[config.mk]
export PLATFORM = sky130hd
export DESIGN_NAME = tws_regs
export DESIGN_NICKNAME = d
export VERILOG_FILES = /design/src/hw/tws_pkg.sv /design/src/hw/tws_regs.sv
export VERILOG_INCLUDE_DIRS = /design/src /design/src/hw
export SDC_FILE = /design/constraint.sdc
export NUM_CORES = 1
export LEC_CHECK = 0
export BUFFER_PORTS_ARGS = -buffer_cell sky130_fd_sc_hd__buf_2
export CORE_MARGIN = 2
export CORE_UTILIZATION = 38
export CTS_BUF_LIST = sky130_fd_sc_hd__clkbuf_2
export CTS_CLUSTER_SIZE = 25
export DETAILED_ROUTE_END_ITERATION = 10
export PLACE_DENSITY = 0.72
export REMOVE_ABC_BUFFERS = 1
export SYNTH_ARGS = -nofsm -noshare
export SYNTH_HDL_FRONTEND = slang
export SYNTH_SLANG_ARGS = --single-unit
[constraint.sdc]
create_clock -name clock_i -period 1.7 [get_ports clock_i]
set_input_delay 0.34 -clock clock_i [delete_from_list [all_inputs] [get_ports clock_i]]
set_output_delay 0.34 -clock clock_i [all_outputs]
set_load 0.01 [all_outputs]
[src/hw/tws_cfg.svh]
`ifndef TWS_CFG_SVH
`define TWS_CFG_SVH

// register byte offsets
`define TWS_OFS_STATUS      8'h18
`define TWS_OFS_IRQ_SET     8'h1C
`define TWS_OFS_IRQ_CLR     8'h20
`define TWS_OFS_IRQ_MASK    8'h24
`define TWS_OFS_STAT_CLR    8'h28
`define TWS_OFS_CAPS        8'h2C
`define TWS_OFS_REVISION    8'h30
`define TWS_OFS_HOLD        8'h34
`define TWS_OFS_PAD_NORM    8'h38
`define TWS_OFS_PAD_FAST    8'h3C

// status bit positions
`define TWS_BIT_RX_AVAIL    0
`define TWS_BIT_TX_EMPTY    1
`define TWS_BIT_SLAVE_ON    2
`define TWS_BIT_XFER_DONE   3
`define TWS_BIT_XMIT_MODE   5

// sticky bits cleared by the status-clear register
`define TWS_STICKY_MASK     32'h00FB_71C8
// bits that may be enabled as interrupt sources
`define TWS_IRQ_MASK        32'h00FB_71CB
`define TWS_MASK_RESET      32'h0000_0000
`define TWS_HOLD_RESET      8'h00
`define TWS_PAD_RESET       32'h0000_0000

// field layouts
`define TWS_HOLD_LSB        16
`define TWS_HOLD_MSB        23
`define TWS_PAD_MASK        32'h3000_0307
`define TWS_FILT_MSB        29
`define TWS_FILT_LSB        28
`define TWS_SLEW_MSB        9
`define TWS_SLEW_LSB        8
`define TWS_PULL_MSB        2
`define TWS_PULL_LSB        0

// bus responses
`define TWS_RESP_OKAY       2'h0
`define TWS_RESP_SLVERR     2'h2

`endif

[src/hw/tws_pkg.sv]
`default_nettype none

package tws_pkg;

  typedef struct packed {
    logic        awrdy;
    logic        wrdy;
    logic        aw_full;
    logic        w_full;
    logic [7:0]  aw_adr;
    logic [31:0] wdat;
    logic [3:0]  wstb;
    logic        bvalid;
    logic [1:0]  bresp;
    logic        arrdy;
    logic        rvalid;
    logic [31:0] rdata;
    logic [1:0]  rresp;
    logic [31:0] sticky;
    logic [31:0] mask;
    logic [7:0]  hold;
    logic [31:0] pad_norm;
    logic [31:0] pad_fast;
    logic [7:0]  hold_cnt;
    logic        hold_busy;
    logic        drive;
    logic        irq;
  } tws_state_s;

endpackage : tws_pkg

`default_nettype wire

[src/hw/tws_regs.sv]
`include "tws_cfg.svh"
`default_nettype none

module tws_regs
  import tws_pkg::*;
#(
  parameter logic        FAST_CAPABLE = 1'b1,
  // arbitrary identification values
  parameter logic [11:0] VERSION_NUM  = 12'h001,
  parameter logic [3:0]  VARIANT_NUM  = 4'h0
) (
  // clock and reset
  input  wire logic        clock_i,
  input  wire logic        reset_i,
  // axi4-lite write address
  input  wire logic        s_axi_awvalid_i,
  output var  logic        s_axi_awready_o,
  input  wire logic [7:0]  s_axi_awaddr_i,
  input  wire logic [2:0]  s_axi_awprot_i,
  // axi4-lite write data
  input  wire logic        s_axi_wvalid_i,
  output var  logic        s_axi_wready_o,
  input  wire logic [31:0] s_axi_wdata_i,
  input  wire logic [3:0]  s_axi_wstrb_i,
  // axi4-lite write response
  output var  logic        s_axi_bvalid_o,
  input  wire logic        s_axi_bready_i,
  output var  logic [1:0]  s_axi_bresp_o,
  // axi4-lite read address
  input  wire logic        s_axi_arvalid_i,
  output var  logic        s_axi_arready_o,
  input  wire logic [7:0]  s_axi_araddr_i,
  input  wire logic [2:0]  s_axi_arprot_i,
  // axi4-lite read data
  output var  logic        s_axi_rvalid_o,
  input  wire logic        s_axi_rready_i,
  output var  logic [31:0] s_axi_rdata_o,
  output var  logic [1:0]  s_axi_rresp_o,
  // protocol engine status
  input  wire logic        slave_on_i,
  input  wire logic        tx_empty_i,
  input  wire logic        rx_avail_i,
  input  wire logic        xmit_mode_i,
  input  wire logic        addressed_i,
  input  wire logic        stop_seen_i,
  input  wire logic [31:0] event_i,
  // data drive timing
  input  wire logic        fast_mode_i,
  input  wire logic        clock_low_seen_i,
  output var  logic        data_drive_o,
  // pad controls
  output var  logic [1:0]  norm_filter_o,
  output var  logic [1:0]  norm_slew_o,
  output var  logic [2:0]  norm_pull_o,
  output var  logic [1:0]  fast_filter_o,
  output var  logic [1:0]  fast_slew_o,
  output var  logic [2:0]  fast_pull_o,
  // interrupt
  output var  logic        irq_o
);

  tws_state_s s;
  tws_state_s next_s;

  logic [31:0] live;
  logic [31:0] status;
  logic [31:0] lane;
  logic [31:0] wval;
  logic [31:0] rd_word;
  logic        rd_hit;
  logic        wr_hit;
  logic        wr_go;
  logic        done_set;

  // register word indices, sized to the decoded address bits
  localparam logic [5:0] IDX_STATUS   = 6'(`TWS_OFS_STATUS >> 2);
  localparam logic [5:0] IDX_IRQ_SET  = 6'(`TWS_OFS_IRQ_SET >> 2);
  localparam logic [5:0] IDX_IRQ_CLR  = 6'(`TWS_OFS_IRQ_CLR >> 2);
  localparam logic [5:0] IDX_IRQ_MASK = 6'(`TWS_OFS_IRQ_MASK >> 2);
  localparam logic [5:0] IDX_STAT_CLR = 6'(`TWS_OFS_STAT_CLR >> 2);
  localparam logic [5:0] IDX_CAPS     = 6'(`TWS_OFS_CAPS >> 2);
  localparam logic [5:0] IDX_REVISION = 6'(`TWS_OFS_REVISION >> 2);
  localparam logic [5:0] IDX_HOLD     = 6'(`TWS_OFS_HOLD >> 2);
  localparam logic [5:0] IDX_PAD_NORM = 6'(`TWS_OFS_PAD_NORM >> 2);
  localparam logic [5:0] IDX_PAD_FAST = 6'(`TWS_OFS_PAD_FAST >> 2);

  // level bits come straight from the engine, never stored
  always_comb begin
    live = 32'h0000_0000;
    live[`TWS_BIT_RX_AVAIL]  = rx_avail_i;
    live[`TWS_BIT_TX_EMPTY]  = tx_empty_i;
    live[`TWS_BIT_SLAVE_ON]  = slave_on_i;
    live[`TWS_BIT_XMIT_MODE] = xmit_mode_i;
  end

  assign status = live | s.sticky;

  // byte lanes of the pending write
  always_comb begin
    for (int i = 0; i < 4; i++) begin
      lane[i*8 +: 8] = {8{s.wstb[i]}};
    end
  end

  assign wval = s.wdat & lane;

  // stop only completes a transfer we took part in
  assign done_set = stop_seen_i & addressed_i;

  always_comb begin
    unique case (s.aw_adr[7:2])
      IDX_STATUS,
      IDX_IRQ_SET,
      IDX_IRQ_CLR,
      IDX_IRQ_MASK,
      IDX_STAT_CLR,
      IDX_CAPS,
      IDX_REVISION,
      IDX_HOLD,
      IDX_PAD_NORM,
      IDX_PAD_FAST: wr_hit = 1'b1;
      default:                wr_hit = 1'b0;
    endcase
  end

  always_comb begin
    rd_hit  = 1'b1;
    rd_word = 32'h0000_0000;
    unique case (s_axi_araddr_i[7:2])
      IDX_STATUS: begin
        rd_word = status;
      end
      IDX_IRQ_SET,
      IDX_IRQ_CLR,
      IDX_STAT_CLR: begin
        rd_word = 32'h0000_0000;
      end
      IDX_IRQ_MASK: begin
        rd_word = s.mask;
      end
      IDX_CAPS: begin
        rd_word = {31'h0000_0000, FAST_CAPABLE};
      end
      IDX_REVISION: begin
        rd_word = {12'h000, VARIANT_NUM, 4'h0, VERSION_NUM};
      end
      IDX_HOLD: begin
        rd_word = {8'h00, s.hold, 16'h0000};
      end
      IDX_PAD_NORM: begin
        rd_word = s.pad_norm;
      end
      IDX_PAD_FAST: begin
        rd_word = s.pad_fast;
      end
      default: begin
        rd_hit = 1'b0;
      end
    endcase
  end

  // both halves of a write held and no response pending
  assign wr_go = s.aw_full & s.w_full & ~s.bvalid;

  always_comb begin
    next_s = s;

    // write address and data are taken in either order
    if (s_axi_awvalid_i && s.awrdy) begin
      next_s.aw_full = 1'b1;
      next_s.aw_adr  = s_axi_awaddr_i;
    end
    if (s_axi_wvalid_i && s.wrdy) begin
      next_s.w_full = 1'b1;
      next_s.wdat   = s_axi_wdata_i;
      next_s.wstb   = s_axi_wstrb_i;
    end
    if (s.bvalid && s_axi_bready_i) begin
      next_s.bvalid = 1'b0;
    end

    // hardware sets land after the clear, so a set wins
    if (wr_go && s.aw_adr[7:2] == IDX_STAT_CLR) begin
      next_s.sticky = s.sticky & ~(wval & `TWS_STICKY_MASK);
    end
    next_s.sticky = next_s.sticky | (event_i & `TWS_STICKY_MASK);
    if (done_set) begin
      next_s.sticky[`TWS_BIT_XFER_DONE] = 1'b1;
    end

    if (wr_go) begin
      next_s.aw_full = 1'b0;
      next_s.w_full  = 1'b0;
      next_s.bvalid  = 1'b1;
      next_s.bresp   = wr_hit ? `TWS_RESP_OKAY : `TWS_RESP_SLVERR;
      unique case (s.aw_adr[7:2])
        IDX_IRQ_SET: begin
          next_s.mask = s.mask | (wval & `TWS_IRQ_MASK);
        end
        IDX_IRQ_CLR: begin
          next_s.mask = s.mask & ~wval;
        end
        IDX_HOLD: begin
          if (s.wstb[2]) begin
            next_s.hold = s.wdat[`TWS_HOLD_MSB:`TWS_HOLD_LSB];
          end
        end
        IDX_PAD_NORM: begin
          next_s.pad_norm = (s.pad_norm & ~lane) | (wval & `TWS_PAD_MASK);
        end
        IDX_PAD_FAST: begin
          next_s.pad_fast = (s.pad_fast & ~lane) | (wval & `TWS_PAD_MASK);
        end
        default: begin
        end
      endcase
    end

    // ready only while the holding slot is free
    next_s.awrdy = ~next_s.aw_full & ~next_s.bvalid;
    next_s.wrdy  = ~next_s.w_full & ~next_s.bvalid;

    // read: one outstanding, answered the edge after acceptance
    if (s.rvalid && s_axi_rready_i) begin
      next_s.rvalid = 1'b0;
    end
    if (s_axi_arvalid_i && s.arrdy) begin
      next_s.rvalid = 1'b1;
      next_s.rdata  = rd_word;
      next_s.rresp  = rd_hit ? `TWS_RESP_OKAY : `TWS_RESP_SLVERR;
    end
    next_s.arrdy = ~next_s.rvalid;

    // data drive delay after the clock line is seen low
    next_s.drive = 1'b0;
    if (clock_low_seen_i) begin
      if (fast_mode_i && s.hold != 8'h00) begin
        next_s.hold_busy = 1'b1;
        next_s.hold_cnt  = s.hold;
      end else begin
        next_s.hold_busy = 1'b0;
        next_s.drive     = 1'b1;
      end
    end else if (s.hold_busy) begin
      if (s.hold_cnt == 8'h01) begin
        next_s.hold_busy = 1'b0;
        next_s.drive     = 1'b1;
      end
      next_s.hold_cnt = s.hold_cnt - 8'h01;
    end

    // registered so the line is glitch free; built from next-state flags and mask, so it lags only the level inputs by one edge
    next_s.irq = |((live | next_s.sticky) & next_s.mask);
  end

  always_ff @(posedge clock_i) begin
    if (reset_i) begin
      s          <= '0;
      s.mask     <= `TWS_MASK_RESET;
      s.hold     <= `TWS_HOLD_RESET;
      s.pad_norm <= `TWS_PAD_RESET;
      s.pad_fast <= `TWS_PAD_RESET;
    end else begin
      s <= next_s;
    end
  end

  assign s_axi_awready_o = s.awrdy;
  assign s_axi_wready_o  = s.wrdy;
  assign s_axi_bvalid_o  = s.bvalid;
  assign s_axi_bresp_o   = s.bresp;
  assign s_axi_arready_o = s.arrdy;
  assign s_axi_rvalid_o  = s.rvalid;
  assign s_axi_rdata_o   = s.rdata;
  assign s_axi_rresp_o   = s.rresp;
  assign data_drive_o    = s.drive;
  assign irq_o           = s.irq;

  // filter codes 0/1 normal and 0/2/3 fast are reserved; passed as written
  assign norm_filter_o = s.pad_norm[`TWS_FILT_MSB:`TWS_FILT_LSB];
  assign norm_slew_o   = s.pad_norm[`TWS_SLEW_MSB:`TWS_SLEW_LSB];
  assign norm_pull_o   = s.pad_norm[`TWS_PULL_MSB:`TWS_PULL_LSB];
  assign fast_filter_o = s.pad_fast[`TWS_FILT_MSB:`TWS_FILT_LSB];
  assign fast_slew_o   = s.pad_fast[`TWS_SLEW_MSB:`TWS_SLEW_LSB];
  assign fast_pull_o   = s.pad_fast[`TWS_PULL_MSB:`TWS_PULL_LSB];

  // prot is accepted and ignored
  logic unused_prot;
  assign unused_prot = ^{s_axi_awprot_i, s_axi_arprot_i};

endmodule : tws_regs

`default_nettype wire

# Word level (Yosys, flattened, before mapping)
# Memory sizes are Yosys's and may differ from the RTL's. A register that Yosys moved wholly into a read port is not among the register bits.
# Cells that the tools add are included.
# word_totals
register_bits	234
mem_bits_ro	16
output_inout_bits	57
mem_count	1
# mem_list
name	depth	word_bits	rd	rd_ports_with_merged_regs	wr	line_no	rtl
(name not given)	16	1	1	1	0	tws_regs.sv:111	unique case (s.aw_adr[7:2])
# op_classes
add_sub_neg	1
eq_ne	18
mux	28
n_bitwise	25
reduce_logical	17
# ops
cell	n
32-bit AND	6
32-bit one-hot mux with 6 select lines	1
104-bit 2-to-1 mux	1
32-bit 2-to-1 mux	3
6-bit by 4-bit == test with 1-bit output (second input constant)	13
32-bit inverter	2
32-bit by 24-bit bitwise OR with 32-bit output	2
32-bit by 30-bit bitwise OR with 32-bit output	2
6-bit by 32-bit bitwise OR with 32-bit output	2
32-bit one-hot mux with 2 select lines	1
35-bit 2-to-1 mux	1
24-bit inverter with 32-bit output	1
32-bit OR reduction	1
8-bit 2-to-1 mux	3
10-bit 2-to-1 mux	2
6-bit by 3-bit == test with 1-bit output (second input constant)	3
10-bit OR reduction	1
1-bit 2-to-1 mux	9
8-bit by 1-bit == test with 1-bit output (second input constant)	1
2-bit 2-to-1 mux	4
4-bit 2-to-1 mux	2
8-bit nonzero test	1
8-bit by 1-bit subtractor with 8-bit output (second input constant)	1
1-bit logical AND	7
other kinds (9)	19

# Longest topological paths before layout
# Gate-level depths: netlist (run 1).
# depth
ltp_word	9
ltp_mapped	9
depth_no_buf	7

# Worst setup path after synthesis (run 1)
# No wires, ideal clock.
# synth_path
kind	reg-to-reg
from	register s[228] (netlist name)
to	register s (netlist bit irq_o)
setup_time_ns	0.133
arrival_ns	1.706
setup_slack_ns	-0.138
path_stages_with_launch	8
synth_period_minus_slack_ns	1.838
cell_sequence	dfxtp_1 -> nor4b_4 -> and4_1 -> buf_4 -> nand2_1 -> a311o_1 -> nor4_2 -> a31oi_1
# synth_via
elab_chain_cells	8
elab_cells_between_ends	12
classes_between	3 x eq/ne; 4 x mux; 3 x bitwise; 2 x reduce/logical
# synth_rtl
item	line_no	rtl
start, declared	tws_regs.sv:62	tws_state_s s;
start signal, assigned	tws_regs.sv:264	s <= next_s;
6-bit by 4-bit == test with 1-bit output	tws_regs.sv:183	if (wr_go && s.aw_adr[7:2] == IDX_STAT_CLR) begin
1-bit logical AND	tws_regs.sv:183	
32-bit 2-to-1 mux	tws_regs.sv:183	
32-bit by 24-bit bitwise OR with 32-bit output	tws_regs.sv:186	next_s.sticky = next_s.sticky | (event_i & `TWS_STICKY_MASK);
1-bit 2-to-1 mux	tws_regs.sv:187	if (done_set) begin
6-bit by 32-bit bitwise OR with 32-bit output	tws_regs.sv:253	next_s.irq = |((live | next_s.sticky) & next_s.mask);
32-bit AND (*)	tws_regs.sv:253	
32-bit OR reduction (*)	tws_regs.sv:253	
# Mark *: on every way between the ends. The rest lies on a longest branch, timed or not.
# A chain may end at the register's enable or synchronous reset.

# Worst setup path in the final report (run 1)
# layout_path
from	register s[225] (netlist name)
to	register s (netlist bit irq_o)
# The elaborated chain is that of the path after synthesis.

==> results.txt, run 1 <==
outcome - finished with violations
failing checks - negative setup slack
I/O Pins - 162
hpwl dp - 17300 µm
Tot Pwr - 0.00935 W
CP Data Arrival Time - 2.58 ns
gr usage total - 21.4%
core footprint - 22400 µm²
initial core utilization - 38.4%
residual DRC count - 0
Iter 0 DRT Violations - 755
post-route antenna net violation count - 0
vias per cell - 5.28
flops & latches, synth - 213
ys flop type - dfxtp_1
Die Ht - 155 µm
total net switching power - 0.00259 W
Worst Hold Depth - 5
worst hold slack - 0.0828 ns
Seq pwr share - 55.7%
Pint - 0.00676 W
top-count cell post-synth - dfxtp_1
power share of the combinational group - 10.0%
CTS H-tree lvls - 2
R2R setup slack - -0.19 ns
Req. time, crit path - 2.40 ns
Worst Hold Launch - s_axi_wvalid_i
Ys Warns - 0
Die Footprint - 23900 µm²
peak supply drop - 0.000447 V
reg2reg start - s[225]
switching share of power - 27.7%
Layout Nets - 1356
Routability Congestion - 0.826
leak pwr - 4.76 nW
largest net degree at the start of global routing - 41
worst min path class - input port to flop
post-synth top area share - 49.5%
share of layout cells above drive strength 1 - 35.6%
Via Count - 8286
dominant cells by area after synthesis - dfxtp_1, a21oi_1, nand2_1, buf_4, and2_1
final slew viol count - 0
Port Buffer Count - 131
Fmax - 530 MHz
P per Cell Area - 799 nW/µm²
PnR worst setup slack - -0.186 ns
Rel. slew slack - 57.9%
post-synth top area cell - dfxtp_1
Worst Hold End - s[196]
first-pass GRT wire length - 41400 µm
Reg2Reg Depth - 6
CTS root buf - clkbuf_2
crit end category - flop
Clock Path Buffers - 3
routed len/inst - 16.8 µm
min Tclk post-route - 1.89 ns
final worst-path cycle share - 111%
Worst Tran Pin Value - 0.630 ns
synthesized area - 8620 µm²
post-synthesis async set-or-reset flop share - 0%
clock sinks - 213
number of synthesized flops with an enable pin - 0
final setup fails - 42
FF-to-FF End - irq_o
sequential fraction of the synthesis area - 49.5%
vias in the first global route - 8142
synthesized instance count - 987
clock share of power - 34.3%
mean area per synthesized cell - 8.73 µm²
drt total wl - 26300 µm
Final Hold Viols - 0
Max Cap Viol - 0
CTS tree - yes
Critical Path Source Type - flop
area delta synth->final - 35.8%
later-pin clock latency in the skew report - 0.80 ns
antenna violations before repair - 1
most frequent cells after synthesis - dfxtp_1, a21oi_1, nand2_1
clock transition at the registers of the reported paths - 0.11 ns
Die Wd - 155 µm
gr ovfl total - 0
crit path max fanout - 5
RSZ-0062 raised after global routing - yes
Netlist cell types - 55
Num CTS Buffers - 54
row cnt - 55
CP Class - flop to flop
Fin Clk Skew - 0.0862 ns
Initial DRT Pass Iterations - 5
CP startpoint - s[225]
Filler cells - 2061
[how the worst max path moves through the flow]
stage	end	slack [ns]	cells past startpoint
floorplan	s_axi_rdata_o[10]	-0.99	4
global placement	irq_o	-0.26	8
detailed placement	irq_o	-0.31	8
CTS	irq_o	-0.18	8
global route	irq_o	-0.31	8
finish	irq_o	-0.19	6
[flip-flops by register name, indices dropped and copies added, names as in the netlist, named ones only]
name and flops:
s_axi_bresp_o 1, s_axi_arready_o 1, s_axi_wready_o 1, s_axi_bvalid_o 1
s_axi_awready_o 1, s_axi_rdata_o 32, s_axi_rvalid_o 1, s_axi_rresp_o 1
s 153, irq_o 1, data_drive_o 1, lane 4
[routing by layer]
| metal | vias up | wire length (µm) | global-route usage (%) |
|---|---|---|---|
| li1 | 3999 | - | - |
| met3 | 51 | 1550 | 4.26 |
| met1 | 3932 | 11800 | 28.1 |
| met4 | 0 | 639 | 7.85 |
| met5 | - | 0 | 0 |
| met2 | 304 | 12400 | 35.1 |
[worst max-delay path, stage by stage (launching register included)]
cell	delay (ns)
dfxtp_4	0.37
nor4b_4	0.27
and4_4	0.30
a21oi_1	0.09
a311o_1	0.37
nor4_2	0.28
a31oi_1	0.11
[timing repair]
item	in CTS	in global routing
setup buffers	7	8
gates cloned	1	0
endpoints found under the setup margin	79	106
hold endpoints to repair	77	0
pin swaps	52	59
hold buffers	75	0
resized for setup	82	87
[cells in the final DEF, fill, tap and decap left out, drive strengths merged, types with 3 or more instances in the layout]
cell,n
a311oi,4
nor4bb,3
dfxtp,213
nor3,9
clkbuf,78
nor2b,4
o22ai,4
inv,13
nand3,27
nand3b,3
mux2i,8
nand2,114
nand4,23
a21oi,130
nand2b,16
nor2,97
a222oi,21
o21ai,4
a211oi,22
dlygate4sd3,75
a22oi,35
buf,248
a31oi,8
and2,59
clkinv,10
and3,3
nor4,9
a221oi,8
[cell families (layout without fill, tap and decap cells)]
logic type | count (synthesis) | after routing | share of synthesized area (%)
AND/OR/NAND/NOR | 383 | 383 | 22.5
AO/OA/AOI/OAI | 249 | 249 | 18.5
flip-flops | 213 | 213 | 49.5
buffers and inverters | 130 | 424 | 8.13
multiplexers | 8 | 8 | 0.929
adder cells (fa/ha/maj) | 2 | 2 | 0.290
other | 1 | 3 | 0.0435
XOR/XNOR | 1 | 1 | 0.102
[area by class of cell]
type	instances	area [µm²]	share of cell area, %
multi-input cells	645	4090	34.9
diodes	1	2.50	0.0214
flip-flops and latches	213	4310	36.8
repair buffers	323	2460	21.1
well taps	285	357	3.05
clock buffers	78	390	3.34
inverters	12	45.0	0.385
clock inverters	11	42.5	0.364
[through the flow]
| step | instance area [µm²] | std cells | util (%) | setup TNS, ns | worst slack [ns] |
|---|---|---|---|---|---|
| CTS | 11400 | 1561 | 50.7 | -2.03 | -0.183 |
| global placement | 9890 | 1396 | 44.1 | -12.46 | -0.262 |
| floorplan | 7960 | 870 | - | -59.92 | -0.992 |
| finish | 11700 | 1568 | 52.1 | -2.59 | -0.186 |
| detailed placement | 9890 | 1396 | 44.1 | -17.60 | -0.305 |
| global route | 11700 | 1568 | 52.1 | -6.31 | -0.307 |
[power by group through the flow]
stage / clock, W / sequential (W) / combinational (W)
detailed placement: 0 / 0.00531 / 0.000752
CTS: 0.00328 / 0.00520 / 0.000914
global placement: 0 / 0.00531 / 0.000741
finish: 0.00321 / 0.00521 / 0.000936
global route: 0.00352 / 0.00522 / 0.00101
floorplan: 0 / 0.00533 / 0.000259
(Power assumes the default switching activity.)
==> run 2, diff against run 1 <==
- PLACE_DENSITY: 0.72 -> default
==> run 2 against run 1 <==
Effect of this change: the flow still finishes with violations (negative setup slack); combinational power grew 5.3%; non-clock buffer count grew 25; clock skew shrank 0.030 ns; maximum frequency shrank 1.6%; hold slack got worse by 0.0055 ns; via count shrank 1.2%; critical path depth grew 3; global-route usage fell by 0.22 points; sequential cell count stayed put; total power is 0.69% higher; sequential power about the same; routed wire length is 0.23% higher; critical endpoint unchanged.
==> results.txt, run 2 (same netlist as run 1, synthesis figures left out) <==
hpwl dp - 17300 µm (about the same)
Iter 0 DRT Violations - 629 (-17%)
P per Cell Area - 787 nW/µm² (-1.6%)
Die Ht - 155 µm (unchanged)
final slew viol count - 0 (unchanged)
Rel. slew slack - 66.2% (+8.3 points)
Worst Hold Launch - s_axi_wvalid_i
non-filler instance count after layout - 1599 (+2.0%)
max reg flops - 153 (unchanged)
sum of buffers and inverters on the critical path - 3 (+3)
post-route antenna net violation count - 0 (unchanged)
Die Footprint - 23900 µm² (unchanged)
CTS root buf - clkbuf_2
critical path's top delay family - simple AND/OR/NAND/NOR gates
crit path max fanout - 6 (+1)
Initial DRT Pass Iterations - 7 (+2)
Req. time, crit path - 2.37 ns (-0.03 ns)
Via Count - 8184 (-1.2%)
final setup fails - 17 (-60%)
clock transition at the registers of the reported paths - 0.11 ns (about the same)
row cnt - 55 (unchanged)
PnR worst setup slack - -0.217 ns (-0.0309 ns)
initial core utilization - 38.4% (unchanged)
Fmax - 522 MHz (-1.6%)
core footprint - 22400 µm² (unchanged)
gr ovfl total - 0 (unchanged)
R2R setup slack - -0.22 ns (-0.03 ns)
CP Class - flop to flop
Die Wd - 155 µm (unchanged)
antenna violations before repair - 1 (unchanged)
worst min path class - input port to flop
CP Data Arrival Time - 2.59 ns (about the same)
vias per cell - 5.12 (-3.1%)
largest net degree at the start of global routing - 41 (unchanged)
most common cell after layout, fill and taps aside - dfxtp_1
Clock Path Buffers - 3 (unchanged)
slowest CP cell - dfxtp_4
routed len/inst - 16.5 µm (-1.7%)
Final Hold Viols - 0 (unchanged)
Port Buffer Count - 131 (unchanged)
area delta synth->final - 38.9%
Layout Utilization - 53.3% (+1.2 points)
Num CTS Buffers - 55 (+1.9%)
Reg2Reg Depth - 9 (+3)
leak pwr - 4.84 nW (+1.8%)
final worst-path cycle share - 113% (+1.8 points)
placed insts - 1416 (+1.4%)
max incr delay on CP - 0.36 ns (about the same)
gr usage total - 21.2% (-0.22 points)
CTS H-tree lvls - 2 (unchanged)
RSZ-0062 raised after global routing - yes
drt total wl - 26400 µm (+0.23%)
most frequent cells in the layout - dfxtp_1, a21oi_1, buf_4
residual DRC count - 0 (unchanged)
crit path cell chain - buf_4 -> buf_4 -> nand4b_1 -> nor4_2 -> buf_4 -> a22oi_1 -> o21ai_1 -> nor4_2 -> a31oi_1
crit end category - flop
share of layout cells above drive strength 1 - 35.6% (-0.080 points)
peak supply drop - 0.000384 V (-14%)
vias in the first global route - 7936 (-2.5%)
TNS Setup - -0.690 ns (+1.90 ns)
CTS tree - yes
later-pin clock latency in the skew report - 0.80 ns (about the same)
Worst Hold Depth - 5 (unchanged)
Critical Path Source Type - flop
Worst Hold End - s[220]
Routability Congestion - 0.909 (+10%)
outcome - finished with violations
failing checks - negative setup slack
first-pass GRT wire length - 40600 µm (-2.0%)
Layout Nets - 1382 (+1.9%)
min Tclk post-route - 1.92 ns (+0.0309 ns)
clock sinks - 213 (unchanged)
I/O Pins - 162 (unchanged)
Fin Clk Skew - 0.0564 ns (-0.0297 ns)
FF-to-FF End - irq_o
register bank with the most flops - s
Max Cap Viol - 0 (unchanged)
crit-path most repeated cell - buf_4
Worst Tran Pin Value - 0.506 ns (-0.124 ns)
reg2reg start - s[225]
[run 2: cell count changes in the layout (fill, tap and decap cells not counted), moves of 3 or more]
cell      previous run  this run
buf_6               22        35
nand2_2             11         8
clkbuf_2            78        72
buf_12               6        13
nand2_1             98       105
buf_2              125       108
dfxtp_2             27        44
dfxtp_1            183       166
buf_4               94       115
a21oi_2             15         8
nand2_4              5         1
a21oi_1            108       116
clkinv_1             9        21
[run 2: where the power goes]
part	switching, W	internal, W	leakage, nW	total [W]
sequential	0.0000911	0.00511	1.75	0.00520
clock	0.00207	0.00116	0.340	0.00322
combinational	0.000498	0.000488	2.75	0.000986
total	0.00266	0.00676	4.84	0.00941
[run 2: repair_timing]
action / CTS / global route
hold buffers: 74 / 0
setup buffers: 7 / 11
pin swaps: 18 / 31
gates cloned: 1 / 1
endpoints found under the setup margin: 88 / 120
hold endpoints to repair: 75 / 0
resized for setup: 83 / 83
[run 2: per-stage QoR]
step | hold slack (ns) | worst slack [ns] | total power, W | cell area [µm²]
CTS | 0.00734 | -0.204 | 0.00943 | 11600
detailed placement | 0.418 | -0.306 | 0.00609 | 10100
floorplan | 0.396 | -0.992 | 0.00559 | 7960
finish | 0.0774 | -0.217 | 0.00941 | 12000
global placement | 0.415 | -0.189 | 0.00608 | 10100
global route | 0.0594 | -0.310 | 0.00989 | 12000
[run 2: how the worst max path moves through the flow]
stage	cells past startpoint	to	slack [ns]	startpoint
floorplan	4	s_axi_rdata_o[10]	-0.99	s_axi_araddr_i[7]
global placement	7	irq_o	-0.19	s[225]
detailed placement	7	irq_o	-0.31	s[225]
CTS	8	irq_o	-0.20	s[229]
global route	8	irq_o	-0.31	s[225]
finish	9	irq_o	-0.22	s[225]
[run 2: worst min-delay path: stages]
cell     delay [ns]
buf_2          0.09
nand2_1        0.08
buf_12         0.19
nand2_1        0.09
a21oi_1        0.05
[run 2: layout make-up]
| cell class | count | area [µm²] |
|---|---|---|
| Multi-Input combinational cell | 645 | 3940 |
| Clock buffer | 72 | 360 |
| Fill cell | 2091 | 10500 |
| Tap cell | 285 | 357 |
| Inverter | 12 | 45.0 |
| Timing Repair Buffer | 348 | 2850 |
| Antenna cell | 1 | 2.50 |
| Clock inverter | 23 | 88.8 |
| Sequential cell | 213 | 4330 |
[run 2: routing by layer]
metal	vias up	share of wire, %	routed length (µm)	track usage, %
li1	4059	-	-	-
met1	3830	46	12100	28.1
met2	249	46	12100	34.5
met3	46	6.1	1610	4.17
met4	0	2.3	613	7.50
met5	-	0	0	0
==> run 3, diff against run 2 <==
- CORE_MARGIN: 2 -> default
- PLACE_DENSITY: default -> 0.64
==> run 3 against run 2 <==
Effect of this change: the flow finishes with violations (design-rule violations, negative setup slack); critical path depth is 1 lower; clock power is 2% lower; utilization is 0.99 points higher; global-route usage is 0.48 points higher.
==> results.txt, run 3 (same netlist as run 1, synthesis figures left out) <==
Filler cells - 2050 (-2.0%)
vias per cell - 5.18 (+1.1%)
CTS H-tree lvls - 2 (unchanged)
Routability Congestion - 0.861 (-5.2%)
row cnt - 54 (-1.8%)
Via Count - 8256 (+0.88%)
CP Data Arrival Time - 2.60 ns (about the same)
Req. time, crit path - 2.41 ns (+0.04 ns)
met3 WL - 1470 µm (-8.9%)
hpwl dp - 17000 µm (-1.9%)
max reg flops - 153 (unchanged)
outcome - finished with violations
gr usage total - 21.7% (+0.48 points)
Routed met1 length - 11700 µm (-2.8%)
Fmax - 530 MHz (+1.6%)
Die Ht - 153 µm (-1.3%)
crit end category - flop
later-pin clock latency in the skew report - 0.82 ns (+0.02 ns)
Num CTS Buffers - 55 (unchanged)
Final Hold Viols - 0 (unchanged)
most common cell after layout, fill and taps aside - dfxtp_1
largest net degree at the start of global routing - 41 (unchanged)
slowest CP cell - dfxtp_2
min Tclk post-route - 1.89 ns (-0.0293 ns)
top routing layer used - met4
routed len/inst - 16.2 µm (-1.7%)
gr ovfl total - 0 (unchanged)
R2R setup slack - -0.19 ns (+0.03 ns)
leak pwr - 4.89 nW (+0.92%)
final setup fails - 57 (+40)
Fin Clk Skew - 0.0671 ns (+0.0106 ns)
area delta synth->final - 38.9% (about the same)
TNS Setup - -3.57 ns (-2.88 ns)
core footprint - 22000 µm² (-1.8%)
Reg2Reg Depth - 8 (-1)
antenna violations before repair - 1 (unchanged)
Initial DRT Pass Iterations - 11 (+4)
most frequent cells in the layout - dfxtp_1, buf_4, buf_2
Rel. slew slack - 64.4% (-1.9 points)
reg2reg start - s_axi_bvalid_o
failing checks - design-rule violations, negative setup slack
worst min path class - input port to flop
PnR worst setup slack - -0.188 ns (+0.0293 ns)
Worst Hold End - s_axi_rdata_o[5]
Worst Tran Pin Value - 0.535 ns (+0.0285 ns)
final slew viol count - 0 (unchanged)
post-route antenna net violation count - 0 (unchanged)
I/O Pins - 162 (unchanged)
share of layout cells above drive strength 1 - 36.0% (+0.43 points)
switching share of power - 27.4% (-0.88 points)
final worst-path cycle share - 111% (-1.7 points)
Max Cap Viol - 0 (unchanged)
max incr delay on CP - 0.33 ns (-0.03 ns)
Die Wd - 153 µm (-1.3%)
Worst Hold Launch - xmit_mode_i
P per Cell Area - 785 nW/µm² (-0.27%)
peak supply drop - 0.000418 V (+8.8%)
wire length on met2 - 12200 µm (+1.1%)
clock transition at the registers of the reported paths - 0.10 ns (about the same)
CTS root buf - clkbuf_2
clock share of power - 33.7% (-0.5 points)
Critical Path Source Type - flop
total net switching power - 0.00257 W (-3.4%)
Port Buffer Count - 131 (unchanged)
initial core utilization - 39.1% (+0.71 points)
residual DRC count - 4 (+4)
placed insts - 1406 (-0.71%)
Pint - 0.00682 W (+0.96%)
register bank with the most flops - s
non-filler instance count after layout - 1595 (-0.25%)
Layout Nets - 1392 (+0.72%)
drt total wl - 25900 µm (-1.9%)
power share of the combinational group - 10.9% (+0.4 points)
CTS tree - yes
crit path max fanout - 6 (unchanged)
clock sinks - 213 (unchanged)
Seq pwr share - 55.4% (about the same)
first-pass GRT wire length - 40600 µm (about the same)
Iter 0 DRT Violations - 723 (+15%)
crit path cell chain - buf_4 -> nand3b_1 -> nor4_2 -> buf_4 -> a22oi_2 -> o22ai_2 -> nor4_2 -> a31oi_1
RSZ-0062 raised after global routing - yes
Die Footprint - 23300 µm² (-2.6%)
Clock Path Buffers - 3 (unchanged)
Worst Hold Depth - 5 (unchanged)
FF-to-FF End - irq_o
vias in the first global route - 8024 (+1.1%)
CP Class - flop to flop
-- run 3: cell type report --
cell class              instances  area (µm²)  area share, %
diodes                          1        2.50         0.0209
well taps                     280         350           2.93
inverters                      12        45.0          0.376
repair buffers                358        2850           23.8
flip-flops and latches        213        4330           36.2
clock buffers                  78         390           3.26
clock inverters                 8        30.0          0.251
multi-input cells             645        3970           33.2
-- run 3: power by group through the flow --
stage,Sequential [W],Clock (W),Combinational [W]
global placement,0.00531,0,0.000774
floorplan,0.00533,0,0.000259
finish,0.00520,0.00317,0.00102
global route,0.00522,0.00357,0.00110
detailed placement,0.00531,0,0.000785
CTS,0.00520,0.00327,0.000963
-- run 3: critical path, delay by kind of cell, from the launching register on --
family	cells	cell delay (ns)
flops	1	0.33
compound gates	3	0.50
buf+inv	2	0.36
simple gates	3	0.63
-- run 3: how the worst max path moves through the flow --
| stage | slack [ns] | to | cells past startpoint | startpoint |
|---|---|---|---|---|
| after floorplan | -0.99 | s_axi_rdata_o[10] | 4 | s_axi_araddr_i[7] |
| after global placement | -0.24 | irq_o | 7 | s_axi_bvalid_o |
| after detailed placement | -0.26 | irq_o | 7 | s_axi_bvalid_o |
| after CTS | -0.18 | irq_o | 6 | s[225] |
| after global routing | -0.29 | irq_o | 8 | s_axi_bvalid_o |
| final | -0.19 | irq_o | 8 | s_axi_bvalid_o |
-- run 3: timing repair --
item,4_1_cts,5_1_grt
endpoints found under the hold margin,75,0
hold buffers,79,0
pin swaps,15,40
buffers inserted,11,15
gates cloned,2,0
endpoints found under the setup margin,87,101
resized for setup,71,87
-- run 3: per-layer routing --
layer / vias to the layer above / track usage (%)
li1: 4057 / -
met1: 3902 / 28.5
met2: 256 / 35.5
met3: 41 / 4.44
met4: 0 / 6.78
met5: - / 0
-- run 3: stage by stage --
stage               utilization, %  total power, W  setup slack (ns)  cell area, µm²  hold WS, ns
floorplan                        -         0.00559            -0.992            7960        0.396
global placement              45.7         0.00608            -0.236           10100        0.413
finish                        54.3         0.00939            -0.188           12000       0.0711
detailed placement            45.7         0.00610            -0.257           10100        0.412
CTS                           52.5         0.00943            -0.180           11600       0.0156
global route                  54.3         0.00989            -0.294           12000       0.0345
